--- config.mk ---
export PLATFORM = sky130hd
export DESIGN_NAME = asbb_top
export DESIGN_NICKNAME = d
export VERILOG_FILES = /design/src/asbb_alu.v /design/src/asbb_top.v
export VERILOG_INCLUDE_DIRS = /design/src
export SDC_FILE = /design/constraint.sdc
export NUM_CORES = 1
export LEC_CHECK = 0
export ABC_AREA = 0
export BUFFER_PORTS_ARGS = -buffer_cell sky130_fd_sc_hd__buf_2
export CORE_MARGIN = 3
export CORE_UTILIZATION = 45
export CTS_CLUSTER_DIAMETER = 120
export DETAILED_ROUTE_END_ITERATION = 12
export GPL_ROUTABILITY_DRIVEN = 0
export SLEW_MARGIN = 30
export SYNTH_ARGS = -nofsm -noshare
export SYNTH_HDL_FRONTEND = slang
export SYNTH_SLANG_ARGS = --single-unit
--- constraint.sdc ---
create_clock -name clk_i -period 4.5 [get_ports clk_i]
set_input_delay 0.225 -clock clk_i [delete_from_list [all_inputs] [get_ports clk_i]]
set_output_delay 0.225 -clock clk_i [all_outputs]
set_load 0.005 [all_outputs]
--- src/asbb_map.vh ---
// Register map, command fields, flag positions and cycle counts of the
// add/shift/bit/branch execution slice.
// Assumes byte addresses on a 32-bit Avalon-MM slave, one word per register.
`ifndef ASBB_MAP_VH
`define ASBB_MAP_VH

// ****************************************
// Register byte offsets
// ****************************************
`define ASBB_OFF_CMD 8'h00
`define ASBB_OFF_OPA 8'h04
`define ASBB_OFF_OPB 8'h08
`define ASBB_OFF_LIT 8'h0c
`define ASBB_OFF_STATUS 8'h10
`define ASBB_OFF_RESULT 8'h14
`define ASBB_OFF_PC 8'h18
`define ASBB_OFF_CYCLES 8'h1c

// ****************************************
// Command register fields
// ****************************************
`define ASBB_CMD_OP 3:0
`define ASBB_CMD_COND 8:4
`define ASBB_CMD_SRC_LIT 9
`define ASBB_CMD_LIT10 10
`define ASBB_CMD_DST 12:11
`define ASBB_CMD_SFR 13
`define ASBB_CMD_W 14

// ****************************************
// Operation codes
// ****************************************
`define ASBB_OP_ADD_WITH_CARRY_OP 4'h0
`define ASBB_OP_AND 4'h1
`define ASBB_OP_ASR1 4'h2
`define ASBB_OP_ASRN 4'h3
`define ASBB_OP_BIT_SET_OP 4'h4
`define ASBB_OP_BIT_CLEAR_OP 4'h5
`define ASBB_OP_BSW 4'h6
`define ASBB_OP_BRC 4'h7
`define ASBB_OP_BRA 4'h8
`define ASBB_OP_BRW 4'h9

// ****************************************
// Status flag positions and reset value
// ****************************************
`define ASBB_F_C 0
`define ASBB_F_DC 1
`define ASBB_F_N 2
`define ASBB_F_OV 3
`define ASBB_F_Z 4
`define ASBB_F_OA 5
`define ASBB_F_OB 6
`define ASBB_F_SA 7
`define ASBB_F_SB 8
`define ASBB_F_W 9
`define ASBB_ST_BUSY 15
`define ASBB_ST_RST 9'h000

// ****************************************
// Branch condition codes
// ****************************************
`define ASBB_CC_C 5'h00
`define ASBB_CC_GE 5'h01
`define ASBB_CC_GEU 5'h02
`define ASBB_CC_GT 5'h03
`define ASBB_CC_GTU 5'h04
`define ASBB_CC_LE 5'h05
`define ASBB_CC_LEU 5'h06
`define ASBB_CC_LT 5'h07
`define ASBB_CC_LTU 5'h08
`define ASBB_CC_N 5'h09
`define ASBB_CC_NC 5'h0a
`define ASBB_CC_NN 5'h0b
`define ASBB_CC_NOV 5'h0c
`define ASBB_CC_NZ 5'h0d
`define ASBB_CC_OA 5'h0e
`define ASBB_CC_OB 5'h0f
`define ASBB_CC_OV 5'h10
`define ASBB_CC_SA 5'h11
`define ASBB_CC_SB 5'h12
`define ASBB_CC_Z 5'h13

// ****************************************
// Instruction cycle counts
// ****************************************
`define ASBB_CYC_BASE 3'h1
`define ASBB_CYC_TAKEN 3'h4
`define ASBB_CYC_SFR 3'h1

`endif

--- src/asbb_alu.v ---
// Combinational datapath of the execution slice: result, new flags and
// branch decision for one command.
// Assumes operands and flags are held stable by the caller while it reads.
`default_nettype none
`include "asbb_map.vh"

module asbb_alu #(
  parameter DSP_EN = 1
) (
  input wire [3:0] op_i,
  input wire [4:0] cond_i,
  input wire src_lit_i,
  input wire lit10_i,
  input wire [15:0] opa_i,
  input wire [15:0] opb_i,
  input wire [15:0] lit_i,
  input wire [`ASBB_F_W-1:0] flags_i,
  output reg [15:0] res_o,
  output reg [`ASBB_F_W-1:0] flags_o,
  output reg res_wr_o,
  output reg br_o,
  output reg taken_o,
  output reg [15:0] br_off_o
);

  // ****************************************
  // Branch condition evaluation
  // ****************************************
  // Accumulator tests exist only on the DSP build; elsewhere never taken
  function cond_true;
    input [4:0] cc;
    input [`ASBB_F_W-1:0] f;
    reg c, n, v, z;
    begin
      c = f[`ASBB_F_C];
      n = f[`ASBB_F_N];
      v = f[`ASBB_F_OV];
      z = f[`ASBB_F_Z];
      case (cc)
        `ASBB_CC_C: cond_true = c;
        `ASBB_CC_GE: cond_true = (n == v);
        `ASBB_CC_GT: cond_true = ~z & (n == v);
        `ASBB_CC_LE: cond_true = z | (n != v);
        `ASBB_CC_LT: cond_true = (n != v);
        `ASBB_CC_GEU: cond_true = c;
        `ASBB_CC_GTU: cond_true = c & ~z;
        `ASBB_CC_LEU: cond_true = ~c | z;
        `ASBB_CC_LTU: cond_true = ~c;
        `ASBB_CC_N: cond_true = n;
        `ASBB_CC_NC: cond_true = ~c;
        `ASBB_CC_NN: cond_true = ~n;
        `ASBB_CC_NOV: cond_true = ~v;
        `ASBB_CC_NZ: cond_true = ~z;
        `ASBB_CC_OV: cond_true = v;
        `ASBB_CC_Z: cond_true = z;
        `ASBB_CC_OA: cond_true = (DSP_EN != 0) & f[`ASBB_F_OA];
        `ASBB_CC_OB: cond_true = (DSP_EN != 0) & f[`ASBB_F_OB];
        `ASBB_CC_SA: cond_true = (DSP_EN != 0) & f[`ASBB_F_SA];
        `ASBB_CC_SB: cond_true = (DSP_EN != 0) & f[`ASBB_F_SB];
        default: cond_true = 1'b0;
      endcase
    end
  endfunction

  // ****************************************
  // Operand selection and adder
  // ****************************************
  wire [15:0] lit_val = lit10_i ? {6'h00, lit_i[9:0]} : {11'h000, lit_i[4:0]};
  wire [15:0] opnd_b = src_lit_i ? lit_val : opb_i; // Literal or register
  wire cin = flags_i[`ASBB_F_C]; // Carry left by the prior command
  wire [16:0] sum = {1'b0, opa_i} + {1'b0, opnd_b} + {16'h0000, cin};
  wire [4:0] nib = {1'b0, opa_i[3:0]} + {1'b0, opnd_b[3:0]} + {4'h0, cin};
  wire [4:0] amt = src_lit_i ? lit_i[4:0] : {1'b0, opb_i[3:0]};
  wire [15:0] asr_n = $signed(opa_i) >>> amt;
  wire [15:0] one_hot_bit = 16'h0001 << lit_i[3:0];
  wire [15:0] bsw_bit = 16'h0001 << opb_i[3:0];

  // ****************************************
  // Result and flag generation
  // ****************************************
  always @* begin
    res_o = opa_i;
    flags_o = flags_i;
    res_wr_o = 1'b0;
    br_o = 1'b0;
    taken_o = 1'b0;
    br_off_o = lit_i;
    case (op_i)
      `ASBB_OP_ADD_WITH_CARRY_OP: begin
        res_o = sum[15:0];
        res_wr_o = 1'b1;
        flags_o[`ASBB_F_C] = sum[16];
        flags_o[`ASBB_F_DC] = nib[4];
        flags_o[`ASBB_F_N] = sum[15];
        flags_o[`ASBB_F_OV] = (opa_i[15] == opnd_b[15]) & (sum[15] != opa_i[15]);
        flags_o[`ASBB_F_Z] = (sum[15:0] == 16'h0000);
      end
      `ASBB_OP_AND: begin
        res_o = opa_i & opnd_b;
        res_wr_o = 1'b1;
        flags_o[`ASBB_F_N] = res_o[15];
        flags_o[`ASBB_F_Z] = (res_o == 16'h0000);
      end
      `ASBB_OP_ASR1: begin
        res_o = {opa_i[15], opa_i[15:1]};
        res_wr_o = 1'b1;
        flags_o[`ASBB_F_C] = opa_i[0];
        flags_o[`ASBB_F_N] = opa_i[15];
        flags_o[`ASBB_F_OV] = 1'b0;
        flags_o[`ASBB_F_Z] = (res_o == 16'h0000);
      end
      `ASBB_OP_ASRN: begin
        res_o = asr_n;
        res_wr_o = 1'b1;
        flags_o[`ASBB_F_N] = asr_n[15];
        flags_o[`ASBB_F_Z] = (asr_n == 16'h0000);
      end
      `ASBB_OP_BIT_SET_OP: begin
        res_o = opa_i | one_hot_bit;
        res_wr_o = 1'b1;
      end
      `ASBB_OP_BIT_CLEAR_OP: begin
        res_o = opa_i & ~one_hot_bit;
        res_wr_o = 1'b1;
      end
      `ASBB_OP_BSW: begin
        // Condition field bit 0 picks zero (1) or carry (0)
        if (cond_i[0] ? flags_i[`ASBB_F_Z] : flags_i[`ASBB_F_C]) begin
          res_o = opa_i | bsw_bit;
        end else begin
          res_o = opa_i & ~bsw_bit;
        end
        res_wr_o = 1'b1;
      end
      `ASBB_OP_BRC: begin
        br_o = 1'b1;
        taken_o = cond_true(cond_i, flags_i);
      end
      `ASBB_OP_BRA: begin
        br_o = 1'b1;
        taken_o = 1'b1;
      end
      `ASBB_OP_BRW: begin
        br_o = 1'b1;
        taken_o = 1'b1;
        br_off_o = opb_i;
      end
      default: begin
        res_wr_o = 1'b0; // Undefined code acts as a no-op
      end
    endcase
  end

endmodule
`default_nettype wire

--- src/asbb_top.v ---
// Top of the add/shift/bit/branch execution slice: Avalon-MM register
// file, command sequencer with instruction cycle timing, program counter.
// Assumes one clock; the clock edge stands for one instruction cycle.
//
// Functional notes
// - add-with-carry sums operands plus carry flag
// - AND updates only negative and zero flags
// - single arithmetic shift keeps sign, sets C,N,OV,Z
// - multi shift by register updates N,Z only
// - multi shift by 5-bit literal updates N,Z
// - bit set/clear, 4-bit position, one cycle, no flags
// - copy carry or zero into indexed bit
// - conditional branch: one cycle, four if taken
// - signed compare branches use N, OV, Z
// - unsigned compare branches use C and Z
// - accumulator branches only on DSP build
// - unconditional and computed branches take four cycles
// - non-core special register access adds one cycle
`default_nettype none
`include "asbb_map.vh"

module asbb_top #(
  parameter DSP_EN = 1
) (
  input wire clk_i,
  input wire sys_rst_i,
  input wire [7:0] avs_address_i,
  input wire avs_read_i,
  input wire avs_write_i,
  input wire [31:0] avs_writedata_i,
  input wire [3:0] avs_byteenable_i,
  output reg [31:0] avs_readdata_o,
  output wire avs_waitrequest_o,
  output wire busy_o
);

  // ****************************************
  // State encoding
  // ****************************************
  localparam [1:0] ST_IDLE = 2'b01; // Waiting for a command
  localparam [1:0] ST_EXEC = 2'b10; // Counting instruction cycles

  // ****************************************
  // Storage
  // ****************************************
  reg [1:0] state; // One-hot sequencer state
  reg [`ASBB_CMD_W-1:0] cmd; // Latched command word
  reg [15:0] opa; // File register or base/source operand
  reg [15:0] opb; // Default or second working register
  reg [15:0] lit; // Literal, bit position or shift amount
  reg [`ASBB_F_W-1:0] status; // Status flags
  reg [15:0] result; // Last written result
  reg [1:0] result_dst; // Destination tag of the last result
  reg [15:0] pc; // Program counter, in instruction words
  reg [2:0] cyc_cnt; // Cycles spent so far in this command
  reg [2:0] last_cyc; // Cycle count of the last command
  reg rd_valid; // Read data staged for the master

  // ****************************************
  // Datapath outputs
  // ****************************************
  wire [15:0] alu_res;
  wire [`ASBB_F_W-1:0] alu_flags;
  wire alu_res_wr;
  wire alu_br;
  wire alu_taken;
  wire [15:0] alu_off;
  wire [2:0] need_cyc;
  wire [15:0] st_merged; // Status word after a byte-lane write

  // ****************************************
  // Helper functions
  // ****************************************
  // Byte-lane merge for the 16-bit registers
  function [15:0] merge16;
    input [15:0] old;
    input [31:0] wd;
    input [3:0] be;
    begin
      merge16 = {be[1] ? wd[15:8] : old[15:8], be[0] ? wd[7:0] : old[7:0]};
    end
  endfunction

  // Cycle budget of one command from its branch outcome and target
  function [2:0] cycles_for;
    input br;
    input taken;
    input sfr;
    reg [2:0] base;
    begin
      base = taken ? `ASBB_CYC_TAKEN : `ASBB_CYC_BASE;
      // Branches never touch a special register, so no penalty there
      cycles_for = (sfr & ~br) ? base + `ASBB_CYC_SFR : base;
    end
  endfunction

  // ****************************************
  // Bus decode
  // ****************************************
  wire is_idle = state[0];
  wire is_exec = state[1];
  wire wr_hit = avs_write_i & ~avs_read_i;
  // Writes stall while a command runs so operands cannot shift under it
  wire wr_stall = wr_hit & is_exec;
  wire wr_take = wr_hit & ~is_exec;
  wire rd_take = avs_read_i & rd_valid;
  wire cmd_go = wr_take & (avs_address_i == `ASBB_OFF_CMD) & avs_byteenable_i[0];
  wire last_cycle = is_exec & (cyc_cnt == need_cyc);

  // Reads take one wait cycle so read data leave a flip-flop
  assign avs_waitrequest_o = wr_stall | (avs_read_i & ~rd_valid);
  assign busy_o = is_exec;

  // ****************************************
  // Datapath instance
  // ****************************************
  asbb_alu #(
    .DSP_EN(DSP_EN)
  ) u_alu (
    .op_i(cmd[`ASBB_CMD_OP]),
    .cond_i(cmd[`ASBB_CMD_COND]),
    .src_lit_i(cmd[`ASBB_CMD_SRC_LIT]),
    .lit10_i(cmd[`ASBB_CMD_LIT10]),
    .opa_i(opa),
    .opb_i(opb),
    .lit_i(lit),
    .flags_i(status),
    .res_o(alu_res),
    .flags_o(alu_flags),
    .res_wr_o(alu_res_wr),
    .br_o(alu_br),
    .taken_o(alu_taken),
    .br_off_o(alu_off)
  );

  assign need_cyc = cycles_for(alu_br, alu_taken, cmd[`ASBB_CMD_SFR]);
  // Upper bits of the merged word are the read-only busy area, dropped here
  assign st_merged = merge16({7'h00, status}, avs_writedata_i, avs_byteenable_i);

  // ****************************************
  // Sequencer
  // ****************************************
  // Command accepted from idle, then held until its cycle budget is spent
  always @(posedge clk_i) begin
    if (sys_rst_i) begin
      state <= ST_IDLE;
      cmd <= {`ASBB_CMD_W{1'b0}};
      cyc_cnt <= 3'h0;
    end else begin
      case (state)
        ST_IDLE: begin
          if (cmd_go) begin
            cmd <= avs_writedata_i[`ASBB_CMD_W-1:0];
            cyc_cnt <= 3'h1;
            state <= ST_EXEC;
          end
        end
        ST_EXEC: begin
          if (last_cycle) begin
            state <= ST_IDLE;
          end else begin
            cyc_cnt <= cyc_cnt + 3'h1;
          end
        end
        default: begin
          state <= ST_IDLE; // Recover from an illegal code
        end
      endcase
    end
  end

  // ****************************************
  // Operand registers
  // ****************************************
  // Software loads operands only while idle
  always @(posedge clk_i) begin
    if (sys_rst_i) begin
      opa <= 16'h0000;
      opb <= 16'h0000;
      lit <= 16'h0000;
    end else if (wr_take) begin
      if (avs_address_i == `ASBB_OFF_OPA) begin
        opa <= merge16(opa, avs_writedata_i, avs_byteenable_i);
      end else if (avs_address_i == `ASBB_OFF_OPB) begin
        opb <= merge16(opb, avs_writedata_i, avs_byteenable_i);
      end else if (avs_address_i == `ASBB_OFF_LIT) begin
        lit <= merge16(lit, avs_writedata_i, avs_byteenable_i);
      end
    end
  end

  // ****************************************
  // Status, result and program counter
  // ****************************************
  // Commit lands on the last cycle; the next command cannot be accepted
  // before that edge, so it always sees the fresh flags
  always @(posedge clk_i) begin
    if (sys_rst_i) begin
      status <= `ASBB_ST_RST;
      result <= 16'h0000;
      result_dst <= 2'h0;
      pc <= 16'h0000;
      last_cyc <= 3'h0;
    end else if (last_cycle) begin
      status <= alu_flags;
      last_cyc <= need_cyc;
      if (alu_res_wr) begin
        result <= alu_res;
        result_dst <= cmd[`ASBB_CMD_DST];
      end
      // Taken branches skip ahead by a signed word offset
      if (alu_taken) begin
        pc <= pc + 16'h0001 + alu_off;
      end else begin
        pc <= pc + 16'h0001;
      end
    end else if (wr_take) begin
      if (avs_address_i == `ASBB_OFF_STATUS) begin
        status <= st_merged[`ASBB_F_W-1:0];
      end else if (avs_address_i == `ASBB_OFF_PC) begin
        pc <= merge16(pc, avs_writedata_i, avs_byteenable_i);
      end
    end
  end

  // ****************************************
  // Read path
  // ****************************************
  // First read cycle stages data, second hands it over
  always @(posedge clk_i) begin
    if (sys_rst_i) begin
      rd_valid <= 1'b0;
      avs_readdata_o <= 32'h0000_0000;
    end else if (rd_take) begin
      rd_valid <= 1'b0;
    end else if (avs_read_i) begin
      rd_valid <= 1'b1;
      if (avs_address_i == `ASBB_OFF_CMD) begin
        avs_readdata_o <= {18'h00000, cmd};
      end else if (avs_address_i == `ASBB_OFF_OPA) begin
        avs_readdata_o <= {16'h0000, opa};
      end else if (avs_address_i == `ASBB_OFF_OPB) begin
        avs_readdata_o <= {16'h0000, opb};
      end else if (avs_address_i == `ASBB_OFF_LIT) begin
        avs_readdata_o <= {16'h0000, lit};
      end else if (avs_address_i == `ASBB_OFF_STATUS) begin
        avs_readdata_o <= {16'h0000, is_exec, 6'h00, status};
      end else if (avs_address_i == `ASBB_OFF_RESULT) begin
        avs_readdata_o <= {14'h0000, result_dst, result};
      end else if (avs_address_i == `ASBB_OFF_PC) begin
        avs_readdata_o <= {16'h0000, pc};
      end else if (avs_address_i == `ASBB_OFF_CYCLES) begin
        avs_readdata_o <= {29'h00000000, last_cyc};
      end else begin
        avs_readdata_o <= 32'h0000_0000; // Unmapped reads as zero
      end
    end
  end

endmodule
`default_nettype wire

==> results.md <==
- Final wirelength: 41110 microns
- Slew HR: 0.3402
- Required time of the critical path: 4.82 ns
- Setup Viol. Count Final: 0
- Minimum clock period: 3.985 ns
- Final Hold Vio Count: 0
- Worst vdd ir: 240.1 uV
- Most frequent cells in the layout: 166 x nand2_1, 133 x a21oi_1, 132 x dfxtp_1, 117 x nor2_1, 101 x nand3_1
- Min-delay src: avs_writedata_i[10]
- Ys async rst share: 0
- Drt pass-1 iters: 6
- Max Used Layer: met5
- Static leakage: 4.261 nW
- FMAX: 0.2509 GHz
- GRT overflow: 0
- Die Ht: 158.6 microns
- Worst setup EP type: flop
- Nets@finish: 1497
- Clock Sinks: 132
- Top FF cell, synth: dfxtp_1
- Leading cell type in the layout, fill and taps excluded: nand2_1
- Htree depth: 4
- Area grow syn2layout: 10.72%
- Worst-Skew Late Latency: 0.44 ns
- Seq/Total Area, Yosys: 0.2523
- Arr. time, crit path: 4.30 ns
- Final hold slack: 0.08728 ns
- Cts bufs inserted: 17
- Synth cell types: 73
- Hold Crit Class: primary input to flop
- Avg WL per Cell: 23.66 microns
- Worst slew pin tran: 0.9897 ns
- Die Area: 25140 sq um
- Share of layout cells above drive strength 1: 0.1298
- Hold path cells: 3
- Mapped Area: 10470 sq um
- Routed vias: 11350
- FF+latch area: 2643 sq um
- First-pass GRT wire length: 62380 microns
- Multi-input logic area: 7253 sq um
- ANT cells: 0
- CP Class: flop to flop
- Final ANT Viol Nets: 0
- Crit share post-route: 0.8856
- Worst-path clk slew: 0.07 ns
- DR iter-0 viols: 1478
- Detailed Place HPWL: 29310 microns
- Layout fillers: 2267
- Synth Warn #: 0
- Reg-to-reg slack, setup: 0.51 ns
- RSZ-0062 raised after global routing: no
- Worst reg2reg startpoint: cmd[2]
- CP max FO: 10
- Max Slew Vio Count: 0
- Vias in the first global route: 10370
- Standard-cell rows: 55
- Dpl ws: 0.6140 ns
- #FFs+latches synth: 132
- PostCTS Resize Cnt: 0
- Max-Cap Viols: 0
- Clock Tree Root: clkbuf_16
- Status: finished clean
- Die W: 158.6 microns
- Clk_skew: 0.01059 ns
- WL met2: 17600 microns
- I/O Buffers: 49
- CTS tree: done
- EDFF count, synth: 0
- Met3 wire length: 4294 microns
- Tot GR Track Use: 0.3243
- TNS Setup: 0 ns
- Post-Route M1 WL: 17730 microns
- Pin count of the biggest net entering global routing: 73
- CTS Buffer Depth: 2
- Postcts setup bufs: 0
- I/O pins: 82
- Synth Area per Inst: 7.396 sq um
- Initial Utilization: 0.4598
- Crit path launch type: flop
- Via/cell ratio: 6.532
- Final WS setup: 0.5149 ns
- Worst r2r path cells: 11
- Worst flop-to-flop path endpoint: pc[15]
- Core ar.: 22780 sq um
- Syn Inst Count: 1416
- Post-CTS Hold Buffers: 0
- Initial antenna violation count: 1
- Hold Crit Endpoint: cmd[10]
- Pwr Density: 242.3 nW/um^2
- Detailed-route DRC error count: 0
## worst max path at each step
stage | endpoint | cells past startpoint | from
final | pc[15] | 11 | cmd[2]
after global routing | pc[15] | 11 | cmd[2]
after CTS | status[3] | 11 | cmd[5]
after detailed placement | status[3] | 11 | cmd[5]
after global placement | pc[15] | 11 | cmd[2]
after floorplan | last_cyc[1] | 15 | cmd[5]
## report_power, final
part           total, mW  switching [mW]  internal (mW)
Clock               1.50           0.609          0.889
Combinational      0.128          0.0904         0.0372
Sequential          1.18         0.00580           1.18
Total               2.81           0.705           2.10
## cells in the mapped netlist, drive strengths merged (16+ instances only)
master | n | area (sq um)
o22ai | 22 | 137.6
xor2 | 22 | 200.2
a311oi | 20 | 175.2
nor2b | 20 | 125.1
nor2 | 120 | 450.4
a221oi | 26 | 227.7
clkbuf | 95 | 356.6
o21ai | 50 | 250.2
inv | 27 | 101.3
a21oi | 133 | 665.6
a31oi | 17 | 106.4
nand2 | 166 | 623.1
or3 | 17 | 106.4
a22oi | 21 | 157.7
xnor2 | 22 | 192.7
dfxtp | 132 | 2643
a211oi | 29 | 217.7
nand3 | 102 | 510.5
mux2 | 18 | 202.7
nand2b | 16 | 100.1
mux2i | 46 | 468.0
ha | 34 | 425.4
buf | 35 | 195.2
nor3 | 51 | 255.2
## sequential cells by signal, indices dropped and copies added, names as in the netlist, 3 cells and up
| name | cells |
|---|---|
| pc | 16 |
| result | 16 |
| opb | 16 |
| cmd | 14 |
| status | 9 |
| cyc_cnt | 3 |
| lit | 16 |
| avs_readdata_o | 18 |
| last_cyc | 3 |
| opa | 16 |
## metrics by stage
stage / power (mW) / util / cells / cell area, sq um
2_1_floorplan: 1.279 / - / 1429 / 10520
3_3_place_gp: 1.334 / 0.4814 / 1706 / 10970
3_5_place_dp: 1.334 / 0.4816 / 1706 / 10970
4_1_cts: 2.815 / 0.5089 / 1738 / 11590
5_1_grt: 2.884 / 0.5090 / 1738 / 11590
6_report: 2.809 / 0.5090 / 1738 / 11590
## routing by layer
metal  up-vias  global-route usage
met5         -                   0
met4         2              0.1041
met3       118             0.08290
met2       647              0.4932
met1      5362              0.4503
li1       5223                   -
## critical path, cell delays in order, from the launching register on
cell	delay, ns
dfxtp_1	0.41
nor2_1	0.24
and3_1	0.56
mux2_2	0.41
ha_1	0.37
o21ai_0	0.14
o21ai_0	0.51
a211oi_1	0.18
o311ai_0	0.41
a21oi_1	0.15
xnor2_1	0.16
o311a_1	0.33
## logic make-up after synthesis
kind of cell | count (synthesis) | share of synthesized area
buffers and inverters | 157 | 0.06236
adder cells (fa/ha/maj) | 37 | 0.04636
flip-flops | 132 | 0.2523
multiplexers | 77 | 0.09199
AO/OA/AOI/OAI | 394 | 0.2495
AND/OR/NAND/NOR | 574 | 0.2596
XOR/XNOR | 44 | 0.03752
other | 1 | 0.0003581
## cell type report
cell class | instances | area share
clock buffer | 17 | 0.03669
inverter | 27 | 0.008741
multi-input combinational | 1140 | 0.6256
sequential | 132 | 0.2279
tap | 313 | 0.03378
timing repair buffer | 94 | 0.05050
clock inverter | 15 | 0.01683
(Power assumes the default switching activity.)
